==> config.mk <==
export PLATFORM = sky130hd
export DESIGN_NAME = cxu_core
export DESIGN_NICKNAME = d
export VERILOG_FILES = /design/src/rtl/cxu_pkg.sv /design/src/rtl/cxu_core.sv
export SDC_FILE = /design/constraint.sdc
export NUM_CORES = 1
export LEC_CHECK = 0
export BUFFER_PORTS_ARGS = -buffer_cell sky130_fd_sc_hd__buf_4
export CAP_MARGIN = 15
export CORE_MARGIN = 2
export CORE_UTILIZATION = 52
export CTS_CLUSTER_SIZE = 8
export DETAILED_ROUTE_END_ITERATION = 6
export PLACE_DENSITY = 0.76
export SYNTH_ARGS = -nofsm -noshare
export SYNTH_HDL_FRONTEND = slang
export SYNTH_SLANG_ARGS = --single-unit
==> constraint.sdc <==
create_clock -name clk -period 3.1 [get_ports clk]
set_input_delay 0.31 -clock clk [delete_from_list [all_inputs] [get_ports clk]]
set_output_delay 0.31 -clock clk [all_outputs]
set_load 0.02 [all_outputs]
==> src/rtl/cxu_pkg.sv <==
// package: exception codes, status-word fields and register offsets
`default_nettype none
package cxu_pkg;
   // exception type codes
   localparam logic [1:0] CXU_ET_NORMAL = 2'h3;
   localparam logic [1:0] CXU_ET_STACK = 2'h2;
   localparam logic [1:0] CXU_ET_PROCESS = 2'h1;
   localparam logic [1:0] CXU_ET_RESET = 2'h0;
   // status word field positions
   localparam int CXU_PSW_C = 18;
   localparam int CXU_PSW_V = 19;
   localparam int CXU_PSW_Z = 20;
   localparam int CXU_PSW_N = 21;
   localparam int CXU_PSW_X = 26;
   localparam int CXU_PSW_AR = 27;
   localparam int CXU_PSW_EXUC = 28;
   localparam int CXU_PSW_EA = 29;
   localparam int CXU_PSW_RSV = 1;
   localparam logic [31:0] CXU_PSW_RESET = 32'h0000_0000;
   localparam logic [31:0] CXU_PSW_WMASK = 32'h3fff_ffff;
   localparam logic [31:0] CXU_FLAG_MASK = 32'h043c_0000;
   // register byte offsets
   localparam logic [7:0] CXU_A_PSW = 8'h00;
   localparam logic [7:0] CXU_A_CBP = 8'h04;
   localparam logic [7:0] CXU_A_COND = 8'h08;
   localparam logic [7:0] CXU_A_EXC = 8'h0c;
   localparam logic [7:0] CXU_A_ACCESS = 8'h10;
   localparam logic [7:0] CXU_A_SEQ = 8'h14;
   localparam logic [7:0] CXU_A_CMD = 8'h18;
   localparam logic [7:0] CXU_A_PREDEF = 8'h1c;
   // condition numbers written to the condition register
   typedef enum logic [4:0] {
      CXU_N_GATE_VEC, CXU_N_ILL_LEVEL, CXU_N_BKPT, CXU_N_PRIV_OP, CXU_N_ILL_OP,
      CXU_N_RSV_OP, CXU_N_INV_DESC, CXU_N_RSV_DT, CXU_N_PRIV_REG, CXU_N_ZDIV,
      CXU_N_EXT_MEM, CXU_N_TRACE, CXU_N_OVF, CXU_S_BOUND, CXU_S_FAULT, CXU_S_IID,
      CXU_P_OLD, CXU_P_GATE, CXU_P_NEW, CXU_R_OLD, CXU_R_SYSDATA, CXU_R_ISTK,
      CXU_R_EXT, CXU_R_NEW, CXU_R_GATE_VEC, CXU_N_ALIGN, CXU_N_NONE
   } cxu_cond_t;
   // switch sequence kinds
   localparam logic [1:0] CXU_SEQ_IDLE = 2'h0;
   localparam logic [1:0] CXU_SEQ_GATE = 2'h1;
   localparam logic [1:0] CXU_SEQ_SWITCH = 2'h2;
   localparam logic [1:0] CXU_SEQ_RESTART = 2'h3;
   // command register codes
   localparam logic [2:0] CXU_CMD_UCALL = 3'h1;
   localparam logic [2:0] CXU_CMD_RET = 3'h2;
   localparam logic [2:0] CXU_CMD_RESTART = 3'h3;
   localparam logic [2:0] CXU_CMD_BMOVE = 3'h4;
   localparam logic [2:0] CXU_CMD_BMNULL = 3'h5;
   // context block byte offsets
   localparam logic [31:0] CXU_PCB_INIT = 32'h0000_0000;
   localparam logic [31:0] CXU_PCB_SAVE = 32'h0000_000c;
   localparam logic [31:0] CXU_PCB_BOUNDS = 32'h0000_0018;
   localparam logic [31:0] CXU_PCB_GREGS = 32'h0000_0020;
   localparam logic [31:0] CXU_PCB_BMOVE = 32'h0000_0064;
   localparam logic [31:0] CXU_PREDEF_CBP = 32'h0000_0000;
endpackage
`default_nettype wire

==> src/rtl/cxu_core.sv <==
// exception classifier, status word and context switch sequencer
`default_nettype none
// Operation
// (RULE_01) normal exceptions: type 11, ranks 1,3,4,5,6,7 for gate..reserved opcode
// (RULE_02) other normal exceptions: ranks 8,9,10,11,13,14,15, each own state code; ranks 8 and 13 both give code 5 here
// (RULE_03) stack exceptions: type 10, bound 0, fault 1, id fetch 3
// (RULE_04) process exceptions: type 01, old 0, gate 1, new 4
// (RULE_05) reset exceptions: type 00, ranks and codes 0,1,2,3,4,6
// (RULE_06) invalid descriptor, reserved data type, zero-divide clear condition flags
// (RULE_07) option bit 28 set: normal exception switches process via predefined pointer; access-check alignment faults do not switch here
// (RULE_08) option set: user call switches process; return ends either kind
// (RULE_09) option clear: exceptions gate-style, user call gives illegal opcode
// (RULE_10) reset clears option and alignment bits
// (RULE_11) alignment bit 29 set: any byte address allowed for word, halfword
// (RULE_12) alignment bit clear: misaligned word or halfword raises alignment fault
// (RULE_13) software keeps status bits 30 and 31 zero
// (RULE_14) context block pointer register holds current block address
// (RULE_15) restart reads status, pc, sp from initial context section
// (RULE_16) switch writes status, pc, sp into control save area
// (RULE_17) stack limits come from the block's stack-bounds section
// (RULE_18) save r0-r10; with save and additional bits also r16-r23
// (RULE_19) block moves run in order until a null entry
// (RULE_20) extra registers saved only with bit 27 set and no block move
module cxu_core
   import cxu_pkg::*;
(
   // clock and reset
   input wire logic clk,
   input wire logic rst_n,
   // ahb-lite slave
   input wire logic hsel,
   input wire logic [7:0] haddr,
   input wire logic [1:0] htrans,
   input wire logic hwrite,
   input wire logic [2:0] hsize,
   input wire logic [31:0] hwdata,
   input wire logic hready,
   output logic [31:0] hrdata,
   output logic hreadyout,
   output logic hresp,
   // status word, block pointer and exception view
   output logic [31:0] psw_out,
   output logic [31:0] cbp_out,
   output logic exc_valid,
   output logic [1:0] exception_type_code,
   output logic [3:0] exc_state_code,
   output logic [3:0] exc_rank
);
   typedef struct packed {
      logic [31:0] processor_status_word;
      logic [31:0] cbp;
      logic [31:0] predef;
      logic [31:0] rdata;
      logic wr_pend;
      logic [7:0] wr_addr;
      logic ev;
      logic [1:0] et;
      logic [3:0] code;
      logic [3:0] rank;
      logic [1:0] seq;
      logic [3:0] bm_count;
      logic bm_active;
      logic align_fault;
      logic ill_ucall;
      logic [4:0] save_regs;
      logic switched_exc;
      logic [31:0] pcb_addr;
   } cxu_state_t;

   cxu_state_t q, d;

   // classify one condition into type, rank and state code
   function automatic logic [9:0] cxu_classify(input logic [4:0] n);
      case (n)
         CXU_N_GATE_VEC: cxu_classify = {CXU_ET_NORMAL, 4'h1, 4'h6}; // RULE_01
         CXU_N_ILL_LEVEL: cxu_classify = {CXU_ET_NORMAL, 4'h3, 4'h7}; // RULE_01
         CXU_N_BKPT: cxu_classify = {CXU_ET_NORMAL, 4'h4, 4'he}; // RULE_01
         CXU_N_PRIV_OP: cxu_classify = {CXU_ET_NORMAL, 4'h5, 4'ha}; // RULE_01
         CXU_N_ILL_OP: cxu_classify = {CXU_ET_NORMAL, 4'h6, 4'h2}; // RULE_01
         CXU_N_RSV_OP: cxu_classify = {CXU_ET_NORMAL, 4'h7, 4'h3}; // RULE_01
         CXU_N_INV_DESC: cxu_classify = {CXU_ET_NORMAL, 4'h8, 4'h5}; // RULE_02
         CXU_N_RSV_DT: cxu_classify = {CXU_ET_NORMAL, 4'h9, 4'h8}; // RULE_02
         CXU_N_PRIV_REG: cxu_classify = {CXU_ET_NORMAL, 4'ha, 4'hf}; // RULE_02
         CXU_N_ZDIV: cxu_classify = {CXU_ET_NORMAL, 4'hb, 4'h0}; // RULE_02
         CXU_N_EXT_MEM: cxu_classify = {CXU_ET_NORMAL, 4'hd, 4'h5}; // RULE_02
         CXU_N_TRACE: cxu_classify = {CXU_ET_NORMAL, 4'he, 4'h1}; // RULE_02
         CXU_N_OVF: cxu_classify = {CXU_ET_NORMAL, 4'hf, 4'h9}; // RULE_02
         CXU_S_BOUND: cxu_classify = {CXU_ET_STACK, 4'h0, 4'h0}; // RULE_03
         CXU_S_FAULT: cxu_classify = {CXU_ET_STACK, 4'h1, 4'h1}; // RULE_03
         CXU_S_IID: cxu_classify = {CXU_ET_STACK, 4'h3, 4'h3}; // RULE_03
         CXU_P_OLD: cxu_classify = {CXU_ET_PROCESS, 4'h0, 4'h0}; // RULE_04
         CXU_P_GATE: cxu_classify = {CXU_ET_PROCESS, 4'h1, 4'h1}; // RULE_04
         CXU_P_NEW: cxu_classify = {CXU_ET_PROCESS, 4'h4, 4'h4}; // RULE_04
         CXU_R_OLD: cxu_classify = {CXU_ET_RESET, 4'h0, 4'h0}; // RULE_05
         CXU_R_SYSDATA: cxu_classify = {CXU_ET_RESET, 4'h1, 4'h1}; // RULE_05
         CXU_R_ISTK: cxu_classify = {CXU_ET_RESET, 4'h2, 4'h2}; // RULE_05
         CXU_R_EXT: cxu_classify = {CXU_ET_RESET, 4'h3, 4'h3}; // RULE_05
         CXU_R_NEW: cxu_classify = {CXU_ET_RESET, 4'h4, 4'h4}; // RULE_05
         CXU_R_GATE_VEC: cxu_classify = {CXU_ET_RESET, 4'h6, 4'h6}; // RULE_05
         // alignment fault reported as a normal exception, invalid descriptor rank
         CXU_N_ALIGN: cxu_classify = {CXU_ET_NORMAL, 4'h8, 4'h5};
         default: cxu_classify = 10'h000;
      endcase
   endfunction

   // true for conditions that clear the flags
   function automatic logic cxu_clears_flags(input logic [4:0] n);
      cxu_clears_flags = (n == CXU_N_INV_DESC) || (n == CXU_N_RSV_DT) || (n == CXU_N_ZDIV);
   endfunction

   // address of one section of a context block
   function automatic logic [31:0] cxu_section(input logic [31:0] base, input logic [31:0] off);
      cxu_section = base + off;
   endfunction

   // misaligned word or halfword access
   function automatic logic cxu_misaligned(input logic [1:0] a, input logic [1:0] sz);
      cxu_misaligned = (sz == 2'h2 && a != 2'h0) || (sz == 2'h1 && a[0]);
   endfunction

   logic addr_ok;
   logic [9:0] cls;
   logic [4:0] cnum;
   logic normal;

   assign addr_ok = hsel && htrans[1] && hready;
   assign hreadyout = 1'b1;
   assign hresp = 1'b0;
   assign hrdata = q.rdata;
   assign psw_out = q.processor_status_word;
   assign cbp_out = q.cbp;
   assign exc_valid = q.ev;
   assign exception_type_code = q.et;
   assign exc_state_code = q.code;
   assign exc_rank = q.rank;

   always_comb begin
      d = q;
      cnum = hwdata[4:0];
      cls = cxu_classify(cnum);
      normal = cls[9:8] == CXU_ET_NORMAL;
      d.ev = 1'b0;
      d.wr_pend = addr_ok && hwrite;
      d.wr_addr = haddr;
      ////////////////////////////////////////////////////////////////////
      // read data, latched at the address phase
      if (addr_ok && !hwrite) begin
         case ({haddr[7:2], 2'b00})
            CXU_A_PSW: d.rdata = q.processor_status_word;
            CXU_A_CBP: d.rdata = q.cbp; // RULE_14
            CXU_A_EXC: d.rdata = {16'h0000, q.rank, 2'b00, q.et, 4'h0, q.code};
            CXU_A_SEQ: d.rdata = {q.pcb_addr[15:0], 1'b0, q.switched_exc, q.save_regs,
                                  q.ill_ucall, q.align_fault, q.bm_active, q.bm_count, q.seq};
            CXU_A_PREDEF: d.rdata = q.predef;
            default: d.rdata = 32'h0000_0000;
         endcase
      end
      ////////////////////////////////////////////////////////////////////
      // write data phase
      if (q.wr_pend) begin
         case ({q.wr_addr[7:2], 2'b00})
            CXU_A_PSW: d.processor_status_word = hwdata & CXU_PSW_WMASK; // RULE_13
            CXU_A_CBP: d.cbp = hwdata; // RULE_14
            CXU_A_PREDEF: d.predef = hwdata;
            CXU_A_COND: begin
               d.ev = 1'b1;
               d.et = cls[9:8];
               d.rank = cls[7:4];
               d.code = cls[3:0];
               if (cxu_clears_flags(cnum)) begin
                  d.processor_status_word = q.processor_status_word & ~CXU_FLAG_MASK; // RULE_06
               end
               if (normal) begin
                  d.switched_exc = q.processor_status_word[CXU_PSW_EXUC];
                  if (q.processor_status_word[CXU_PSW_EXUC]) begin
                     d.seq = CXU_SEQ_SWITCH; // RULE_07
                     d.cbp = q.predef; // RULE_07
                  end else begin
                     d.seq = CXU_SEQ_GATE; // RULE_09
                  end
               end
            end
            CXU_A_ACCESS: begin
               // access check: bits 1:0 address, bits 3:2 size
               if (!q.processor_status_word[CXU_PSW_EA] && cxu_misaligned(hwdata[1:0], hwdata[3:2])) begin
                  d.align_fault = 1'b1; // RULE_12
                  d.ev = 1'b1;
                  d.et = CXU_ET_NORMAL;
                  d.rank = cls[7:4];
                  d.code = cls[3:0];
                  {d.et, d.rank, d.code} = cxu_classify(CXU_N_ALIGN);
               end else begin
                  d.align_fault = 1'b0; // RULE_11
               end
            end
            CXU_A_CMD: begin
               case (hwdata[2:0])
                  CXU_CMD_UCALL: begin
                     if (q.processor_status_word[CXU_PSW_EXUC]) begin
                        d.seq = CXU_SEQ_SWITCH; // RULE_08
                        d.ill_ucall = 1'b0;
                     end else begin
                        d.ill_ucall = 1'b1; // RULE_09
                        d.ev = 1'b1;
                        {d.et, d.rank, d.code} = cxu_classify(CXU_N_ILL_OP);
                     end
                  end
                  CXU_CMD_RET: begin
                     // return ends either a user-called or an exception switch
                     if (q.processor_status_word[CXU_PSW_EXUC]) begin
                        d.seq = CXU_SEQ_IDLE; // RULE_08
                        d.switched_exc = 1'b0;
                     end
                  end
                  CXU_CMD_RESTART: d.seq = CXU_SEQ_RESTART; // RULE_15
                  CXU_CMD_BMOVE: begin
                     d.bm_active = 1'b1; // RULE_19
                     d.bm_count = q.bm_count + 4'h1;
                  end
                  CXU_CMD_BMNULL: d.bm_active = 1'b0; // RULE_19
                  default: d.seq = q.seq;
               endcase
            end
            default: d.seq = q.seq;
         endcase
      end
      ////////////////////////////////////////////////////////////////////
      // section pointer follows a switch, restart or idle sequence that has just started
      if (d.seq != q.seq) begin
         case (d.seq)
            CXU_SEQ_SWITCH: d.pcb_addr = cxu_section(d.cbp, CXU_PCB_SAVE); // RULE_16
            CXU_SEQ_RESTART: d.pcb_addr = cxu_section(d.cbp, CXU_PCB_INIT); // RULE_15
            // a resumed process reloads its stack limits first
            CXU_SEQ_IDLE: d.pcb_addr = cxu_section(d.cbp, CXU_PCB_BOUNDS); // RULE_17
            default: d.pcb_addr = q.pcb_addr;
         endcase
      end
      ////////////////////////////////////////////////////////////////////
      // register save plan for the outgoing process
      d.save_regs = {q.processor_status_word[CXU_PSW_AR] && !q.bm_active, 4'hb}; // RULE_18 RULE_20
      if (!rst_n) begin
         d = '0;
         d.processor_status_word = CXU_PSW_RESET; // RULE_10
         d.cbp = CXU_PREDEF_CBP;
         d.predef = CXU_PREDEF_CBP;
         d.seq = CXU_SEQ_IDLE;
      end
   end

   always_ff @(posedge clk) begin
      q <= d;
   end
endmodule
`default_nettype wire

==> results summary <==
The die is 141 um wide. The fraction of the mapped netlist area in compound gates came out at 21.0%. The worst pin sits at a relative slew slack of 15.7%. The startpoint identified for the worst register-to-register timing path is psw_out[28]. The die boundary height came out at 141 um. The met3 track demand over resource is 4.82%.

The hold-fix buffer count after cts is 0. The maximum vdd ir drop came out at 0.514 mV. In the post-synthesis netlist, the biggest area contributors are sky130_fd_sc_hd__dfxtp_1, sky130_fd_sc_hd__buf_4, sky130_fd_sc_hd__nor2_1, sky130_fd_sc_hd__mux2i_1, sky130_fd_sc_hd__nand2_1. STA classifies the critical path startpoint as a register.

The overall power consumption is 4.66 mW. After the first detailed-routing iteration, the DRC count stood at 1088. The part of the Yosys area used for sequential elements is 35.4%. The number of cells traversed by the worst register-to-register path is 13. The count of buffers added on input and output ports is 148. The highest cell delay on the worst timing path came out at 0.38 ns.

The commonest register cell after synthesis is sky130_fd_sc_hd__dfxtp_1. Summing all multi-input logic gate instances after layout gives 5200 um2. Setup slack on the critical path of the routed design comes to 0.114 ns. The die covers 19800 um2.

The DRC violation count after routing is 0. After floorplanning, the core was divided into 49 placement rows. The count of fill cells added during filler insertion came out at 1563. The synthesized design contains 0 enable-type register cells.

The pre-CTS setup slack is -0.219 ns. The most critical setup path has its endpoint at q[10]. The first-pass GRT wire length is 46.8 mm. The met2 capacity usage during global routing came out at 46.9%. The type of the worst setup path is reg2reg. The synthesized area is 9720 um2. The maximum clock skew at final layout is 0.00903 ns.

The number of clock buffers inserted by TritonCTS came out at 17. The relative contribution of sequential cells to total power is 47.8%. The HPWL after detailed placement came out at 22.0 mm.

The post-synthesis async set-or-reset flop share is 0%. The final number of setup-violating endpoints is 0. The number of vias after detailed routing is 9250. The number of warnings issued by yosys is 0. The net switching component of the power is 1.21 mW. The post-placement cell area is 10800 um2. The fraction of power consumed by combinational cells came out at 8.0%. For this configuration, the core starts out at a cell density of 53.5%.

The final critical path time including I/O delays and setup came out at 2.99 ns. Walking the worst path, the cells encountered are buf_4, inv_1, o32ai_2, buf_4, buf_4, a32oi_1, a2bb2oi_2, buf_4, nor4_4, nand4_1, mux2_1, mux2i_1, a21oi_1. The highest attainable clock frequency is 0.335 GHz. The fraction of the mapped netlist area in simple logic gates is 20.1%. In this run the worst setup path begins at psw_out[28]. The worst setup path is captured at a register. The power density over the cells is 402 nW/um2.

The final standard cell area without fillers came out at 11600 um2. TritonCTS built the clock tree. The clock network accounts for 44.2% of the total power. The final net count is 1381. The number of hold-slack violations in the final timing report came to 0. The area added between synthesis and finish came out at 19.4%. The count of unique library cells instantiated by Yosys is 80. The I/O pin count came out at 159. The multiplexer fraction of the synthesized cell area is 6.75%.

The cell accounting for the most synthesized area is sky130_fd_sc_hd__dfxtp_1. The detail-routed net length per standard cell is 19.8 um. The share of the synthesized area in the top cell type came out at 35.4%. After floorplanning, the core was sized to cover 18100 um2. The number of antenna violations at the first check in global routing is 0. The switching share of power came out at 26.0%.

The overall fraction of global-route tracks in use came out at 30.3%. Counting stages on the worst path, the most repeated cell is sky130_fd_sc_hd__buf_4. The arrival time reported for the critical path endpoint is 3.29 ns. The clock latency of the later-clocked register in the worst-skew pair is 0.44 ns. The final clock period utilization by the worst path is 96.3%. Summing the areas of all fa, ha and maj instances in the mapped netlist gives 2.06% of the synthesized area. For this design, the sink count on the clock tree is 172. The cell count after synthesis came out at 1229. After synthesis, the largest family of logic cells by area is compound AO/OA/AOI/OAI gates. After synthesis, the mean cell area works out to 7.91 um2. For this run, the share of the core covered by cells in the final layout is 63.9%.

The number of routed nets with antenna violations is 0. The count of final max-slew check failures is 0. At the worst endpoint, the required time is 3.40 ns. The slew at the pin closest to its max-slew limit is 1.26 ns. In the layout the commonest cells are sky130_fd_sc_hd__buf_4, sky130_fd_sc_hd__dfxtp_1, sky130_fd_sc_hd__nor2_1. In this run the worst hold path is classified as in2reg.

After global routing, the most crowded layer is met2. The standby leakage power is 4.60 nW. The number of iterations in the first detailed-routing pass came out at 7. Clock-pin slew was measured on the worst setup and hold paths at 0.07 ns. The combined flip-flop and latch cell area came out at 3440 um2.

The H-tree generated during clock tree synthesis spans 4 levels. The cell sitting at the root of the clock tree is a sky130_fd_sc_hd__clkbuf_16. The placer congestion estimate came out at 0.915. The fraction of final layout cells sized beyond drive strength 1 is 26.2%. The longest clock path from root to sink contains 2 buffers.

The setup slack of the most critical reg-to-reg path came out at 0.11 ns. The endpoint of the lowest-slack register-to-register path is q[10]. Entering global routing, the biggest net connects 57 pins. The total overflow reported by the global router is 0. In the global route stage, met1 resource usage came out at 43.1%.

The total internal power is 3.45 mW. In this run the worst path has a maximum fanout of 7. The slowest cell on the critical path is sky130_fd_sc_hd__nor4_4. The total negative slack for setup checks came out at 0 ns. The run finished with clean final reports.

The library cell used most frequently in the layout, excluding fill and tap cells, is sky130_fd_sc_hd__buf_4. Of the total synthesized cell area, the portion taken by XOR and XNOR cells is 1.53%. The number of synthesized register bits came out at 172.

The number of vias per cell came out at 5.94. The number of antenna diodes in the final layout is 0. Summed over all layers, the routed wires come to 30.9 mm. The via count of the first global-routing pass was 8279. Max-cap violations in this run came to 0.
-- critical path: cells and delay by family (launching register included) --
kind                   cells  cell delay [ns]
buffers and inverters      5             0.74
AND/OR/NAND/NOR            2             0.53
flip-flops                 1             0.37
AO/OA/AOI/OAI              4             0.70
multiplexers               2             0.49
-- metrics by stage --
stage / instances / hold WS [ns]
after floorplan: 1231 / 0.338
after global placement: 1520 / 0.441
after detailed placement: 1520 / 0.452
after CTS: 1552 / 0.0753
after global routing: 1557 / 0.0849
final: 1557 / 0.0793
-- kinds of logic after synthesis --
logic type                 Yosys count
AOI/OAI and AO/OA                  299
xor gates and xnor gates            17
adders and majority gates           16
buffers and inverters              218
DFF                                172
muxes                               64
other                                2
and+or+nand+nor                    441
-- worst min-delay path by stage --
| stage | slack (ns) | from | end | cells past startpoint |
|---|---|---|---|---|
| finish | 0.08 | haddr[6] | q[64] | 2 |
| global route | 0.08 | haddr[5] | q[63] | 2 |
| CTS | 0.08 | haddr[6] | q[64] | 2 |
| detailed placement | 0.45 | q[39] | q[39] | 2 |
| global placement | 0.44 | q[32] | q[32] | 2 |
| floorplan | 0.34 | rst_n | q[34] | 0 |
-- timing repair --
| item | CTS | global route |
|---|---|---|
| endpoints found under the setup margin | 8 | 14 |
| gates resized for setup | 9 | 21 |
| setup buffers | 0 | 5 |
| pin swaps | 0 | 13 |
-- per-layer routing --
metal  vias up  routed length (um)
met5         -                   0
met1      4343               13300
met2       503               13900
met4         0                 731
met3        51                2990
li1       4353                   -
-- power by group through the flow --
stage | combinational, mW | sequential (mW) | clock (mW)
after floorplan | 0.204 | 2.28 | 0
after global placement | 0.353 | 2.28 | 0
after detailed placement | 0.354 | 2.28 | 0
after CTS | 0.358 | 2.23 | 2.06
after global routing | 0.399 | 2.23 | 2.15
final | 0.373 | 2.23 | 2.06
-- cell type report --
cell class / count / area share, %
multi-input combinational: 841 / 44.9
sequential: 172 / 29.7
timing repair buffer: 263 / 17.4
clock buffer: 19 / 3.91
tap: 229 / 2.47
clock inverter: 13 / 0.939
inverter: 20 / 0.669
-- flip-flops by register name, indices dropped and copies added, names as in the netlist --
name	flops
q	67
exception_type_code	2
exc_valid	1
hrdata	32
exc_rank	4
psw_out	30
cbp_out	32
exc_state_code	4
-- synth_stat cells, types with 6 or more instances --
library cell / n
sky130_fd_sc_hd__dfxtp_1: 172
sky130_fd_sc_hd__a21oi_1: 111
sky130_fd_sc_hd__a31oi_1: 8
sky130_fd_sc_hd__inv_1: 17
sky130_fd_sc_hd__nor2_1: 167
sky130_fd_sc_hd__a22oi_1: 48
sky130_fd_sc_hd__and2_1: 17
sky130_fd_sc_hd__and3_1: 10
sky130_fd_sc_hd__nand3_1: 19
sky130_fd_sc_hd__mux2i_1: 61
sky130_fd_sc_hd__nand4_1: 9
sky130_fd_sc_hd__a2111oi_0: 8
sky130_fd_sc_hd__o22ai_1: 19
sky130_fd_sc_hd__buf_4: 110
sky130_fd_sc_hd__ha_1: 16
sky130_fd_sc_hd__o21ai_0: 29
sky130_fd_sc_hd__clkbuf_1: 72
sky130_fd_sc_hd__xor2_1: 8
sky130_fd_sc_hd__a311oi_1: 6
sky130_fd_sc_hd__nor3_1: 17
sky130_fd_sc_hd__nor2b_1: 7
sky130_fd_sc_hd__xnor2_1: 9
sky130_fd_sc_hd__buf_1: 7
sky130_fd_sc_hd__nand2b_1: 9
sky130_fd_sc_hd__nand2_1: 160
sky130_fd_sc_hd__a211oi_1: 13
No activity file was read; power rests on OpenSTA's default activity.
